`config.mk`:
```
export PLATFORM = sky130hd
export DESIGN_NAME = fdce_engine
export DESIGN_NICKNAME = d
export VERILOG_FILES = /design/src/pkg/fdce_pkg.sv /design/src/hdl/fdce_arb.sv /design/src/hdl/fdce_chan.sv /design/src/hdl/fdce_engine.sv
export SDC_FILE = /design/constraint.sdc
export NUM_CORES = 2
export LEC_CHECK = 0
export BUFFER_PORTS_ARGS = -buffer_cell sky130_fd_sc_hd__buf_2
export CORE_MARGIN = 8
export CORE_UTILIZATION = 40
export DETAILED_ROUTE_END_ITERATION = 16
export PLACE_DENSITY = 0.56
export SYNTH_ARGS = -nofsm -noshare
export SYNTH_HDL_FRONTEND = slang
export SYNTH_SLANG_ARGS = --single-unit
```
`constraint.sdc`:
```
create_clock -name clock_i -period 22.3 [get_ports clock_i]
set_input_delay 1.115 -clock clock_i [delete_from_list [all_inputs] [get_ports clock_i]]
set_output_delay 1.115 -clock clock_i [all_outputs]
set_load 0.01 [all_outputs]
```
`src/pkg/fdce_pkg.sv`:
```
// Shared constants and types of the frame DMA channel engine.
// Assumes one 40 MHz clock and 32-bit wide, byte-addressed frame memory.
package fdce_pkg;
   // ------------------------------------------------------------
   // Structure
   // ------------------------------------------------------------
   localparam int NCH  = 10;
   localparam int NXTR = 2;
   localparam int NINJ = 8;
   localparam int PW   = 3;
   localparam int IW   = 4;
   localparam int DW   = 32;
   localparam int LW   = 16;
   localparam logic [IW-1:0] CH_XTR0 = 4'h0;
   localparam logic [IW-1:0] CH_XTR1 = 4'h1;
   localparam logic [IW-1:0] CH_INJ0 = 4'h2;
   localparam logic [5:0]    PORT_G0 = 6'h35;
   localparam logic [5:0]    PORT_G1 = 6'h36;
   // ------------------------------------------------------------
   // Control block layout
   // ------------------------------------------------------------
   localparam logic [31:0] NULL_PTR  = 32'h0000_0000;
   localparam logic [31:0] OFS_LLP   = 32'h0000_0000;
   localparam logic [31:0] OFS_DPTR  = 32'h0000_0004;
   localparam logic [31:0] OFS_DATAL = 32'h0000_0008;
   localparam logic [31:0] OFS_STAT  = 32'h0000_000C;
   localparam int SOF_BIT = 16;
   localparam int EOF_BIT = 17;
   localparam int ABT_BIT = 18;
   localparam int PD_BIT  = 19;
   localparam int IFH_FCS_BIT = 0;
   localparam logic [1:0] PCIE_TAG = 2'h3;
   // ------------------------------------------------------------
   // Engine states
   // ------------------------------------------------------------
   typedef enum logic [9:0] {
      ST_IDLE = 10'h001,
      ST_RLLP = 10'h002,
      ST_RDPT = 10'h004,
      ST_RDAL = 10'h008,
      ST_RSTA = 10'h010,
      ST_HDR  = 10'h020,
      ST_MOVE = 10'h040,
      ST_PUSH = 10'h080,
      ST_WSTA = 10'h100,
      ST_NEXT = 10'h200
   } fdce_state_t;
endpackage

```
`src/hdl/fdce_arb.sv`:
```
// Strict priority arbiter over the channel requests.
// Assumes requests and priorities are stable in the evaluating cycle.
`timescale 1ns/1ps
module fdce_arb #(
   parameter int N  = fdce_pkg::NCH,
   parameter int PW = fdce_pkg::PW,
   parameter int IW = fdce_pkg::IW
) (
   input  wire logic [N-1:0]    req_i,
   input  wire logic [N*PW-1:0] prio_i,
   output logic                 gnt_vld_o,
   output logic [IW-1:0]        gnt_idx_o
);
   logic [PW-1:0] best;

   // Scanning upward with >= lets a higher channel win a tie.
   always_comb begin
      gnt_vld_o = 1'b0;
      gnt_idx_o = '0;
      best      = '0;
      for (int i = 0; i < N; i++) begin
         if (req_i[i] && (!gnt_vld_o || prio_i[i*PW +: PW] >= best)) begin
            gnt_vld_o = 1'b1;
            gnt_idx_o = IW'(i);
            best      = prio_i[i*PW +: PW];
         end
      end
   end
endmodule

```
`src/hdl/fdce_chan.sv`:
```
// Per-channel enable, pending disable and next block pointer.
// Assumes software writes the pointer only while the channel is safe.
`timescale 1ns/1ps
module fdce_chan (
   input  wire logic        clock_i,
   input  wire logic        arst_n_i,
   input  wire logic        activate_i,
   input  wire logic        disable_i,
   input  wire logic        llp_we_i,
   input  wire logic [31:0] llp_wdata_i,
   input  wire logic        blk_done_i,
   input  wire logic [31:0] next_llp_i,
   output logic             enabled_o,
   output logic [31:0]      llp_o
);
   logic        en_ff;
   logic        pend_ff;
   logic [31:0] llp_ff;
   logic        stop;
   logic        keep;
   logic        nxt_en;
   logic        nxt_pend;
   logic [31:0] nxt_llp;

   // A stop happens only once a block has finished and its status is saved.
   assign stop = blk_done_i & (pend_ff | next_llp_i == fdce_pkg::NULL_PTR);
   assign keep = en_ff & ~stop;
   // Activation wins over a stop in the same cycle.
   assign nxt_en   = activate_i | keep;
   assign nxt_pend = ~activate_i & keep & (disable_i | pend_ff);
   assign nxt_llp  = llp_we_i ? llp_wdata_i :
                     (blk_done_i & ~stop) ? next_llp_i : llp_ff;

   always_ff @(posedge clock_i or negedge arst_n_i) begin
      if (!arst_n_i) begin
         en_ff   <= 1'b0;
         pend_ff <= 1'b0;
         llp_ff  <= fdce_pkg::NULL_PTR;
      end else begin
         en_ff   <= nxt_en;
         pend_ff <= nxt_pend;
         llp_ff  <= nxt_llp;
      end
   end

   assign enabled_o = en_ff;
   assign llp_o     = llp_ff;
endmodule

```
`src/hdl/fdce_engine.sv`:
```
// Frame DMA engine: control block walker, arbiter and data mover.
// Assumes a memory port that answers each request with a one-cycle ack.
`timescale 1ns/1ps
// ------------------------------------------------------------
// Notes on behaviour
// - Two extraction channels, one per CPU port, and eight injection channels.
// - Channel 0 extracts from CPU port 53, group 0.
// - Channel 1 extracts from CPU port 54, group 1.
// - Channels 2 to 9 inject to port 53 or 54 by group select.
// - Among requesting channels the highest priority value wins.
// - Equal priority goes to the higher channel number.
// - Injection port ownership changes only at frame boundaries, except in manual mode.
// - Each extracted frame in memory starts with its internal header.
// - Injected frame FCS is recomputed only when its header asks.
// - Manual mode bypasses arbitration and serves requests in given order.
// - Events fire on frame completion and on null next pointers.
// - Work comes from linked control blocks in DRAM or PCIe space.
// - A disable request waits until the block ends and status is saved.
// - A channel whose next pointer is null disables itself.
// ------------------------------------------------------------
module fdce_engine #(
   parameter int NCH = fdce_pkg::NCH,
   parameter int PW  = fdce_pkg::PW
) (
   input  wire logic                clock_i,
   input  wire logic                arst_n_i,
   input  wire logic [NCH-1:0]      channel_activate_i,
   input  wire logic [NCH-1:0]      channel_disable_request_i,
   input  wire logic [NCH-1:0]      next_block_pointer_we_i,
   input  wire logic [31:0]         next_block_pointer_wdata_i,
   input  wire logic [NCH-3:0]      injection_group_select_i,
   input  wire logic [NCH*PW-1:0]   channel_priority_field_i,
   input  wire logic                manual_mode_i,
   input  wire logic                manual_req_i,
   input  wire logic [3:0]          manual_ch_i,
   output logic                     manual_take_o,
   output logic                     mem_req_o,
   output logic                     mem_we_o,
   output logic [31:0]              mem_addr_o,
   output logic [31:0]              mem_wdata_o,
   output logic                     mem_pcie_sel_o,
   input  wire logic                mem_ack_i,
   input  wire logic [31:0]         mem_rdata_i,
   input  wire logic [1:0]          xtr_valid_i,
   input  wire logic [63:0]         xtr_data_i,
   input  wire logic [1:0]          xtr_eof_i,
   input  wire logic [63:0]         xtr_ifh_i,
   output logic [1:0]               xtr_ready_o,
   output logic                     inj_valid_o,
   output logic [31:0]              inj_data_o,
   output logic                     inj_sof_o,
   output logic                     inj_eof_o,
   output logic                     inj_fcs_update_o,
   output logic                     inj_group_o,
   output logic [5:0]               inj_port_o,
   input  wire logic [1:0]          inj_ready_i,
   output logic [NCH-1:0]           ch_enabled_o,
   output logic [NCH-1:0]           ch_updating_o,
   output logic [NCH-1:0]           ch_safe_o,
   output logic [NCH-1:0]           evt_llp_o,
   output logic [NCH-1:0]           evt_frm_o
);
   // ------------------------------------------------------------
   // Declarations
   // ------------------------------------------------------------
   localparam int DW = fdce_pkg::DW;
   localparam int LW = fdce_pkg::LW;
   fdce_pkg::fdce_state_t state_ff, nxt_state;
   logic [3:0]     cur_ch_ff;
   logic [31:0]    dcb_next_ff, dptr_ff, datal_ff, stat_ff, data_ff;
   logic [LW-1:0]  cnt_ff;
   logic           sof_blk_ff, eof_seen_ff, fcs_ff;
   logic [1:0]     frm_open_ff, own_vld_ff;
   logic [3:0]     own_ch_ff [2];
   logic [NCH-1:0] evt_llp_ff, evt_frm_ff;
   logic [NCH-1:0] ch_en, ch_req, ch_grp, cur_oh, done_vec;
   logic [31:0]    ch_llp [NCH];
   logic           gnt_vld, take, man_ok, cur_xtr, cur_grp, ack;
   logic [3:0]     gnt_idx, take_ch;
   logic           st_idle, st_rllp, st_rdpt, st_rdal, st_rsta;
   logic           st_hdr, st_move, st_push, st_wsta, st_next, st_dcb;
   logic [31:0]    cur_llp, data_addr, stat_wr, xtr_word;
   logic [LW-1:0]  blk_len, cnt_nx;
   logic           blk_full, last, push_ok, skip_inj, rd_sof;
   logic           llp_evt, frm_evt;

   // ------------------------------------------------------------
   // Channels and arbitration
   // ------------------------------------------------------------
   // Channels 0 and 1 are tied to groups 0 and 1; the rest follow select.
   assign ch_grp = {injection_group_select_i, 2'b10};
   assign cur_oh = {{(NCH-1){1'b0}}, 1'b1} << cur_ch_ff;
   assign done_vec = st_next ? cur_oh : '0;

   for (genvar i = 0; i < NCH; i++) begin : g_ch
      // A locked injection port only admits its owning channel.
      assign ch_req[i] = ch_en[i] & ((i < fdce_pkg::NXTR) ?
         xtr_valid_i[ch_grp[i]] :
         (inj_ready_i[ch_grp[i]] & (~own_vld_ff[ch_grp[i]] |
          own_ch_ff[ch_grp[i]] == 4'(i))));
      fdce_chan u_ch (
         .clock_i     (clock_i),
         .arst_n_i    (arst_n_i),
         .activate_i  (channel_activate_i[i]),
         .disable_i   (channel_disable_request_i[i]),
         .llp_we_i    (next_block_pointer_we_i[i]),
         .llp_wdata_i (next_block_pointer_wdata_i),
         .blk_done_i  (done_vec[i]),
         .next_llp_i  (dcb_next_ff),
         .enabled_o   (ch_en[i]),
         .llp_o       (ch_llp[i])
      );
   end

   fdce_arb #(.N(NCH), .PW(PW), .IW(fdce_pkg::IW)) u_arb (
      .req_i     (ch_req),
      .prio_i    (channel_priority_field_i),
      .gnt_vld_o (gnt_vld),
      .gnt_idx_o (gnt_idx)
   );

   // Manual mode replaces the arbiter with the processor's own choice.
   assign man_ok  = manual_req_i & (manual_ch_i < 4'(NCH)) &&
                    ch_en[manual_ch_i];
   assign take    = st_idle & (manual_mode_i ? man_ok : gnt_vld);
   assign take_ch = manual_mode_i ? manual_ch_i : gnt_idx;
   assign manual_take_o = st_idle & manual_mode_i & man_ok;

   // ------------------------------------------------------------
   // Decode
   // ------------------------------------------------------------
   assign st_idle = state_ff == fdce_pkg::ST_IDLE;
   assign st_rllp = state_ff == fdce_pkg::ST_RLLP;
   assign st_rdpt = state_ff == fdce_pkg::ST_RDPT;
   assign st_rdal = state_ff == fdce_pkg::ST_RDAL;
   assign st_rsta = state_ff == fdce_pkg::ST_RSTA;
   assign st_hdr  = state_ff == fdce_pkg::ST_HDR;
   assign st_move = state_ff == fdce_pkg::ST_MOVE;
   assign st_push = state_ff == fdce_pkg::ST_PUSH;
   assign st_wsta = state_ff == fdce_pkg::ST_WSTA;
   assign st_next = state_ff == fdce_pkg::ST_NEXT;
   assign st_dcb  = st_rllp | st_rdpt | st_rdal | st_rsta;

   assign cur_xtr  = cur_ch_ff < fdce_pkg::CH_INJ0;
   assign cur_grp  = ch_grp[cur_ch_ff];
   assign cur_llp  = ch_llp[cur_ch_ff];
   assign blk_len  = cur_xtr ? datal_ff[LW-1:0] : stat_ff[LW-1:0];
   assign cnt_nx   = cnt_ff + {{(LW-1){1'b0}}, 1'b1};
   assign blk_full = cnt_ff >= blk_len;
   assign last     = cnt_nx == blk_len;
   assign xtr_word = xtr_data_i[cur_grp*DW +: DW];
   assign data_addr = dptr_ff + 32'({cnt_ff, 2'b00});
   assign push_ok  = st_push & inj_ready_i[cur_grp];
   assign rd_sof   = mem_rdata_i[fdce_pkg::SOF_BIT];
   // Aborted, already done or empty injection blocks move no data.
   assign skip_inj = mem_rdata_i[fdce_pkg::ABT_BIT] |
                     mem_rdata_i[fdce_pkg::PD_BIT] |
                     (mem_rdata_i[LW-1:0] == '0);
   assign stat_wr  = cur_xtr ?
      {stat_ff[31:fdce_pkg::EOF_BIT+1], eof_seen_ff, sof_blk_ff, cnt_ff} :
      (stat_ff | (32'h0000_0001 << fdce_pkg::PD_BIT));

   // ------------------------------------------------------------
   // Memory port
   // ------------------------------------------------------------
   assign mem_req_o = st_dcb | st_hdr | st_wsta | (st_move & (cur_xtr ?
                      (xtr_valid_i[cur_grp] & ~blk_full) : 1'b1));
   assign mem_we_o  = st_hdr | st_wsta | (st_move & cur_xtr);
   assign mem_addr_o = st_rllp ? cur_llp + fdce_pkg::OFS_LLP :
                       st_rdpt ? cur_llp + fdce_pkg::OFS_DPTR :
                       st_rdal ? cur_llp + fdce_pkg::OFS_DATAL :
                       (st_rsta | st_wsta) ? cur_llp + fdce_pkg::OFS_STAT :
                       data_addr;
   assign mem_wdata_o = st_hdr ? xtr_ifh_i[cur_grp*DW +: DW] :
                        st_wsta ? stat_wr : xtr_word;
   assign mem_pcie_sel_o = mem_addr_o[31:30] == fdce_pkg::PCIE_TAG;
   assign ack = mem_req_o & mem_ack_i;
   assign xtr_ready_o = (st_move & cur_xtr & ack) ?
                        (cur_grp ? 2'b10 : 2'b01) : 2'b00;

   // ------------------------------------------------------------
   // Sequencer
   // ------------------------------------------------------------
   always_comb begin
      nxt_state = state_ff;
      unique case (state_ff)
         fdce_pkg::ST_IDLE: if (take) nxt_state = fdce_pkg::ST_RLLP;
         fdce_pkg::ST_RLLP: if (ack) nxt_state = fdce_pkg::ST_RDPT;
         fdce_pkg::ST_RDPT: if (ack) nxt_state = fdce_pkg::ST_RDAL;
         fdce_pkg::ST_RDAL: if (ack) nxt_state = fdce_pkg::ST_RSTA;
         fdce_pkg::ST_RSTA: if (ack) begin
            if (cur_xtr)
               nxt_state = frm_open_ff[cur_grp] ? fdce_pkg::ST_MOVE :
                                                 fdce_pkg::ST_HDR;
            else
               nxt_state = skip_inj ? fdce_pkg::ST_WSTA : fdce_pkg::ST_MOVE;
         end
         fdce_pkg::ST_HDR: if (ack) nxt_state = fdce_pkg::ST_MOVE;
         fdce_pkg::ST_MOVE: begin
            if (!cur_xtr) begin
               if (ack) nxt_state = fdce_pkg::ST_PUSH;
            end else if (blk_full || (ack && (xtr_eof_i[cur_grp] || last)))
               nxt_state = fdce_pkg::ST_WSTA;
         end
         fdce_pkg::ST_PUSH: if (push_ok)
            nxt_state = last ? fdce_pkg::ST_WSTA : fdce_pkg::ST_MOVE;
         fdce_pkg::ST_WSTA: if (ack) nxt_state = fdce_pkg::ST_NEXT;
         fdce_pkg::ST_NEXT: nxt_state = fdce_pkg::ST_IDLE;
         default: nxt_state = fdce_pkg::ST_IDLE;
      endcase
   end

   assign llp_evt = (st_rllp & ack & cur_xtr &
                     mem_rdata_i == fdce_pkg::NULL_PTR) |
                    (st_next & ~cur_xtr &
                     dcb_next_ff == fdce_pkg::NULL_PTR);
   assign frm_evt = st_next & eof_seen_ff;

   always_ff @(posedge clock_i or negedge arst_n_i) begin
      if (!arst_n_i) begin
         state_ff    <= fdce_pkg::ST_IDLE;
         cur_ch_ff   <= fdce_pkg::CH_XTR0;
         dcb_next_ff <= fdce_pkg::NULL_PTR;
         dptr_ff     <= '0;
         datal_ff    <= '0;
         stat_ff     <= '0;
         data_ff     <= '0;
         cnt_ff      <= '0;
         sof_blk_ff  <= 1'b0;
         eof_seen_ff <= 1'b0;
         fcs_ff      <= 1'b0;
         evt_llp_ff  <= '0;
         evt_frm_ff  <= '0;
      end else begin
         state_ff   <= nxt_state;
         evt_llp_ff <= llp_evt ? cur_oh : '0;
         evt_frm_ff <= frm_evt ? cur_oh : '0;
         if (take) cur_ch_ff <= take_ch;
         if (st_rllp & ack) dcb_next_ff <= mem_rdata_i;
         if (st_rdpt & ack) dptr_ff <= mem_rdata_i;
         if (st_rdal & ack) datal_ff <= mem_rdata_i;
         if (st_rsta & ack) begin
            stat_ff     <= mem_rdata_i;
            cnt_ff      <= '0;
            sof_blk_ff  <= ~cur_xtr & rd_sof;
            eof_seen_ff <= ~cur_xtr & mem_rdata_i[fdce_pkg::EOF_BIT];
         end
         if ((st_hdr | (st_move & cur_xtr)) & ack) cnt_ff <= cnt_nx;
         if (push_ok) cnt_ff <= cnt_nx;
         if (st_hdr & ack) sof_blk_ff <= 1'b1;
         if (st_move & cur_xtr & ack & xtr_eof_i[cur_grp])
            eof_seen_ff <= 1'b1;
         if (st_move & ~cur_xtr & ack) data_ff <= mem_rdata_i;
         if (st_move & ~cur_xtr & ack & sof_blk_ff & cnt_ff == '0)
            fcs_ff <= mem_rdata_i[fdce_pkg::IFH_FCS_BIT];
      end
   end

   // Frame state per CPU port: open extraction frames and injection owners.
   always_ff @(posedge clock_i or negedge arst_n_i) begin
      if (!arst_n_i) begin
         frm_open_ff <= 2'b00;
         own_vld_ff  <= 2'b00;
         own_ch_ff   <= '{default: 4'h0};
      end else begin
         if (st_hdr & ack) frm_open_ff[cur_grp] <= 1'b1;
         if (st_next & cur_xtr & eof_seen_ff) frm_open_ff[cur_grp] <= 1'b0;
         if (st_rsta & ack & ~cur_xtr & rd_sof) begin
            own_vld_ff[cur_grp] <= 1'b1;
            own_ch_ff[cur_grp]  <= cur_ch_ff;
         end
         if (st_next & ~cur_xtr & eof_seen_ff)
            own_vld_ff[cur_grp] <= 1'b0;
      end
   end

   // ------------------------------------------------------------
   // Outputs
   // ------------------------------------------------------------
   assign inj_valid_o      = st_push;
   assign inj_data_o       = data_ff;
   assign inj_sof_o        = st_push & sof_blk_ff & cnt_ff == '0;
   assign inj_eof_o        = st_push & eof_seen_ff & last;
   assign inj_fcs_update_o = fcs_ff;
   assign inj_group_o      = cur_grp;
   assign inj_port_o = cur_grp ? fdce_pkg::PORT_G1 : fdce_pkg::PORT_G0;
   assign ch_enabled_o  = ch_en;
   assign ch_updating_o = (st_dcb | st_wsta) ? cur_oh : '0;
   assign ch_safe_o     = ~ch_en;
   assign evt_llp_o     = evt_llp_ff;
   assign evt_frm_o     = evt_frm_ff;

   logic       arb_hi_ok, arb_tie_ok;
   logic [PW-1:0] gp;
   assign gp = channel_priority_field_i[gnt_idx*PW +: PW];
   always_comb begin
      arb_hi_ok  = 1'b1;
      arb_tie_ok = 1'b1;
      for (int j = 0; j < NCH; j++) begin
         if (ch_req[j] && channel_priority_field_i[j*PW +: PW] > gp)
            arb_hi_ok = 1'b0;
         if (ch_req[j] && channel_priority_field_i[j*PW +: PW] == gp &&
             j > int'(gnt_idx))
            arb_tie_ok = 1'b0;
      end
   end
endmodule

```
# Word-level counts from Yosys, hierarchy flattened
# Index checks and enable logic that the tools add are counted.
# word_totals
rom_bits,0
input_bits,275
elab_cells,543
mem_bits_rw,0
latch_bits,0
reg_bits,549
n_memories,0
out_inout_bits,163
# classes
n_mux,169
eq_ne,30
order_cmp,35
n_div,0
reduce_logical,51
addsub,5
bitwise,203
n_mul,0
shifts,3
# op_table
op,n
32-bit 2-to-1 mux,28
10-bit 2-to-1 mux,15
32-bit binary-select mux with 4-bit select,1
64-bit by 7-bit indexed part select with 32-bit output,2
4-bit 2-to-1 mux,28
1-bit AND,105
10-bit case mux with 9 select lines,1
"32-bit by 4-bit adder with 32-bit output, second input constant",2
32-bit logical NOT,2
16-bit 2-to-1 mux,4
1-bit 2-to-1 mux,60
1-bit bitwise OR,52
3-bit 2-to-1 mux,13
32-bit by 18-bit adder with 32-bit output,1
"32-bit by 3-bit adder with 32-bit output, second input constant",1
16-bit logical NOT,2
1-bit inverter,30
3-bit >= comparator,9
9-bit 2-to-1 mux,3
2-bit nonzero test,12
20-bit 2-to-1 mux,1
"2-bit >= comparator, second input constant",9
"1-bit by 2-bit less-than comparator with 1-bit output, second input constant",9
2-bit 2-to-1 mux,9
44 further kinds,97

# Longest topological paths before layout
# logic_depth
word_depth,42
mapped_depth,63
mapped_depth_nobuf,60

# Cells and area by module
# Synthesis repeated with hierarchy kept, for this count alone.
# unflattened
cells_unflattened,4228
area_unflattened_um2,36830.3
# by_module_without_submodules
mod,cells_each,area_each_um2,seq_area_each_um2,instances
fdce_engine,2096,18113.6,5231.3,1
fdce_chan,197,1750.4,850.8,10
fdce_arb,162,1212.4,0.0,1

# Worst setup path before layout
# OpenSTA, ideal clock, no wires.
# synth_timing
path_kind,input port to flip-flop
startpoint,in xtr_valid_i[0]
endpoint,reg cur_ch_ff[0]
path_slack_ps,9161
arrival_ps,13010
cell_stages,63
required_ps,22171
setup_time_ps,129
path_buffers,3
cell_sequence,and2_0 nand2_1 ha_1 nor2_1 a21oi_1 and2_1 a22o_1 ha_1 nand2b_1 a21o_1 a211o_1 nand2_1 mux2_2 ha_1 nand2b_1 a21o_1 a21oi_1 a21o_1 [27 not listed] mux2_2 ha_1 nand2b_1 a21o_1 a221oi_1 or2_2 clkbuf_1 inv_1 nor2_1 a211o_1 ha_1 nand2b_1 a21o_1 a211o_1 a21oi_1 nor2_1 mux2i_1 o21ai_0
# synth_between
elab_chain_len,40
elab_cells_between_ends,68
classes_between,9 x order compare; 30 x mux; 2 x bitwise; 27 x reduce/logical
# synth_rtl
element,line,rtl
start: declaration,fdce_engine.sv:44,"input wire logic [1:0] xtr_valid_i,"
1-bit AND *,fdce_engine.sv:97,assign ch_req[i] = ch_en[i] & ((i < fdce_pkg::NXTR) ?
3-bit 2-to-1 mux / 1-bit 2-to-1 mux (equally long branches),fdce_arb.sv:22,if (req_i[i] && (!gnt_vld_o || prio_i[i*PW +: PW] >= best)) begin
3-bit >= comparator / 1-bit logical NOT (equally long branches),fdce_arb.sv:22,
1-bit logical OR,fdce_arb.sv:22,
1-bit logical AND,fdce_arb.sv:22,
3-bit 2-to-1 mux / 1-bit 2-to-1 mux (equally long branches),fdce_arb.sv:22,
3-bit >= comparator / 1-bit logical NOT (equally long branches),fdce_arb.sv:22,
1-bit logical OR,fdce_arb.sv:22,
[24 not listed],n/a,
1-bit logical AND,fdce_arb.sv:22,
3-bit 2-to-1 mux / 1-bit 2-to-1 mux (equally long branches),fdce_arb.sv:22,
3-bit >= comparator / 1-bit logical NOT (equally long branches),fdce_arb.sv:22,
1-bit logical OR,fdce_arb.sv:22,
1-bit logical AND,fdce_arb.sv:22,
1-bit 2-to-1 mux,fdce_arb.sv:22,
1-bit 2-to-1 mux,fdce_engine.sv:125,assign take = st_idle & (manual_mode_i ? man_ok : gnt_vld);
1-bit AND,fdce_engine.sv:125,
end signal: assignment,fdce_engine.sv:222,cur_ch_ff <= fdce_pkg::CH_XTR0;
end signal: assignment,fdce_engine.sv:238,if (take) cur_ch_ff <= take_ch;
end: declaration,fdce_engine.sv:69,logic [3:0] cur_ch_ff;
# Mark *: on every way between the ends. The rest lies on a longest branch, timed or not.
# A chain may end at the register's enable or synchronous reset.

# Worst setup path after layout
# Ends and elaborated chain as after synthesis.

==> flow_summary.json <==
{
  "status": "complete, no violations",
  "critPathLaunchType": "input port",
  "overflow": 0,
  "routed_wl_mm": 129.9,
  "drtIter0Drc": 2803,
  "cts-buffers-inserted": 60,
  "synth-async-reset-ratio_pct": 100.0,
  "layout.nets": 4237,
  "antenna_found_initial": 20,
  "yosys_warnings": 0,
  "dr.pass1.iters": 6,
  "numPortBuffers": 433,
  "wl_per_cell_um": 25.41,
  "viasPerCell": 5.833,
  "place_hpwl_mm": 88.80,
  "start_util_pct": 40.11,
  "postCtsSetupBuffers": 0,
  "rrSetupSlack_ps": 8360,
  "grt_usage_pct": 26.11,
  "grt_pass1_wl_mm": 192.6,
  "via_count": 29820,
  "gp_congestion": 0.9416,
  "yosys-top-cells-area": "dfrtp_1, mux2i_1, mux2_2",
  "timing.fmax_ghz": 0.07160,
  "yosysTopAreaCell": "dfrtp_1",
  "cts_tree": "done",
  "reg2reg_depth": 60,
  "cpPeakStageDelay_ps": 640,
  "hold_class": "in -> async",
  "core_sq_um": 86350,
  "hold_viol_final": 0,
  "grt_max_degree": 154,
  "worst-path-max-fanout": 11,
  "die_area_sq_um": 96250,
  "setup_viol": 0,
  "grt_setup_unrepaired": "no",
  "slew_headroom_pct": 21.79,
  "die_y_um": 310.2,
  "final_common_cell": "dfrtp_1",
  "synth_edf_count": 0,
  "cp.arrival_ps": 14490,
  "grt_pass1_vias": 29360,
  "yosysTopAreaCellShare_pct": 39.60,
  "die-width_um": 310.2,
  "final_util_pct": 45.93,
  "clock_latency_ps": 670,
  "reg2reg_from": "g_ch[0].u_ch.enabled_o",
  "yosys_register_bits": 549,
  "finalCriticalPeriod_ps": 13970,
  "ctsHoldBuffers": 0,
  "fin_crit_sh_pct": 62.63,
  "synthFlopType": "dfrtp_1",
  "endpoint_kind": "flip-flop",
  "layout-drive-gt1-share_pct": 23.55,
  "reg2reg_to": "cur_ch_ff[0]",
  "drv_slew": 0,
  "worstPathRequired_ps": 22830,
  "avgSynthCellArea_sq_um": 9.462,
  "fillers": 8274,
  "rows": 108,
  "fin_setup_tns_ps": 0,
  "crit_type": "in -> reg",
  "maxCapViolCount": 0,
  "htreeDepth": 2,
  "synthCells": 3660,
  "yosysSeqAreaShare_pct": 39.67,
  "drcViolationCount": 0,
  "synthDistinctLibCells": 97,
  "drtAntennaViolNets": 0,
  "ctsResizeCount": 0,
  "critPathSlowestCell": "o22ai_1",
  "fin_worst_skew_ps": 34.92,
  "clk_pin_slew_ps": 70,
  "clockRootBuffer": "clkbuf_16",
  "area_growth_pct": 14.52,
  "cts_buffer_depth": 3,
  "clkSinkCount": 549,
  "vdd_drop_max_uv": 78.95,
  "syn_area_sq_um": 34630,
  "layout_common_cells": "dfrtp_1, nor2_1, a21oi_1, buf_2, mux2i_1",
  "cp_common_cell": "ha_1",
  "num_io_pins": 438,
  "leakagePower_nw": 18.24,
  "tightest_slew_ps": 1172,
  "power_density_nw_per_um2": 111.3
}
==> worst max-delay path by stage <==
| stage | from | endpoint | slack (ps) | cells past startpoint |
|---|---|---|---|---|
| 4_1_cts | xtr_valid_i[0] | cur_ch_ff[0] | 8440 | 61 |
| 3_3_place_gp | xtr_valid_i[0] | cur_ch_ff[0] | 7950 | 61 |
| 2_1_floorplan | xtr_valid_i[0] | cur_ch_ff[0] | 9160 | 63 |
| 6_report | xtr_valid_i[0] | cur_ch_ff[0] | 8330 | 61 |
| 3_5_place_dp | xtr_valid_i[0] | cur_ch_ff[0] | 7830 | 61 |
| 5_1_grt | g_ch[0].u_ch.enabled_o | cur_ch_ff[0] | 7430 | 60 |
==> state kept, by name, indices dropped and copies added (netlist names), 4 cells and up, named ones only <==
signal and cells:
g_ch.u_ch.llp_o 320, dcb_next_ff 32, dptr_ff 32, inj_data_o 32, stat_ff 32, cnt_ff 16, datal_ff 16, evt_frm_o 10
evt_llp_o 10, g_ch.u_ch.enabled_o 10, g_ch.u_ch.pend_ff 10, state_ff 10, own_ch_ff 8, cur_ch_ff 4
==> cell type report <==
class	count	area, sq um	area share, %
Inverter	63	236.5	0.5963
Tap cell	1155	1445	3.644
Multi-Input combinational cell	2731	19370	48.85
Timing Repair Buffer	493	2640	6.657
Clock inverter	32	548.0	1.382
Clock buffer	77	1635	4.124
Sequential cell	549	13750	34.67
Antenna cell	13	32.53	0.08203
==> worst max-delay path, delay by kind of cell <==
family,cells,cell delay (ps)
compound gates,21,4680
fa+ha+maj,10,2720
buf+inv,2,240
mux,7,2290
simple gates,21,3440
==> power breakdown <==
group / internal (mW) / switching, mW
combinational: 0.729 / 1.13
sequential: 1.17 / 0.271
clock: 0.662 / 0.451
total: 2.57 / 1.85
==> per-stage QoR <==
stage	worst slack, ps	instance area [sq um]	hold slack [ps]	std cells	power [mW]
after floorplan	9161	34640	449.2	3662	2.624
after CTS	8436	39630	477.7	5100	4.414
final	8334	39660	476.0	5113	4.414
after global placement	7950	37440	470.7	4991	3.278
after detailed placement	7829	37440	481.0	4991	3.287
after global routing	7431	39650	491.8	5108	4.637
==> routing by layer <==
| metal | vias up | track usage (%) | share of wire [%] |
|---|---|---|---|
| li1 | 13710 | - | - |
| met1 | 14730 | 34.23 | 42 |
| met2 | 1126 | 43.79 | 48 |
| met3 | 249 | 4.060 | 6.9 |
| met5 | - | 0 | 0.037 |
| met4 | 8 | 9.172 | 3.6 |
==> synthesized netlist by cell type, types with 32 or more instances <==
library cell,instances
buf_1,78
mux4_2,51
dfrtp_1,548
clkbuf_1,173
mux2_2,216
nand3_1,66
o211ai_1,37
a21oi_1,437
mux2i_1,379
ha_1,63
buf_4,32
buf_2,34
a21o_1,46
xor2_1,34
o21ai_0,116
nor2_1,495
nand2_1,200
nand2b_1,41
xnor2_1,46
inv_1,60
nor3_1,47
==> logic make-up after synthesis <==
group                      Yosys count  synth area share, %
buffers and inverters              382                4.653
DFF                                549                39.67
other                                2              0.02169
and+or+nand+nor                   1052                14.10
AOI/OAI and AO/OA                  877                15.51
muxes                              650                21.46
adders and majority gates           65                2.363
xor gates and xnor gates            83                2.218
(Power assumes the default switching activity.)
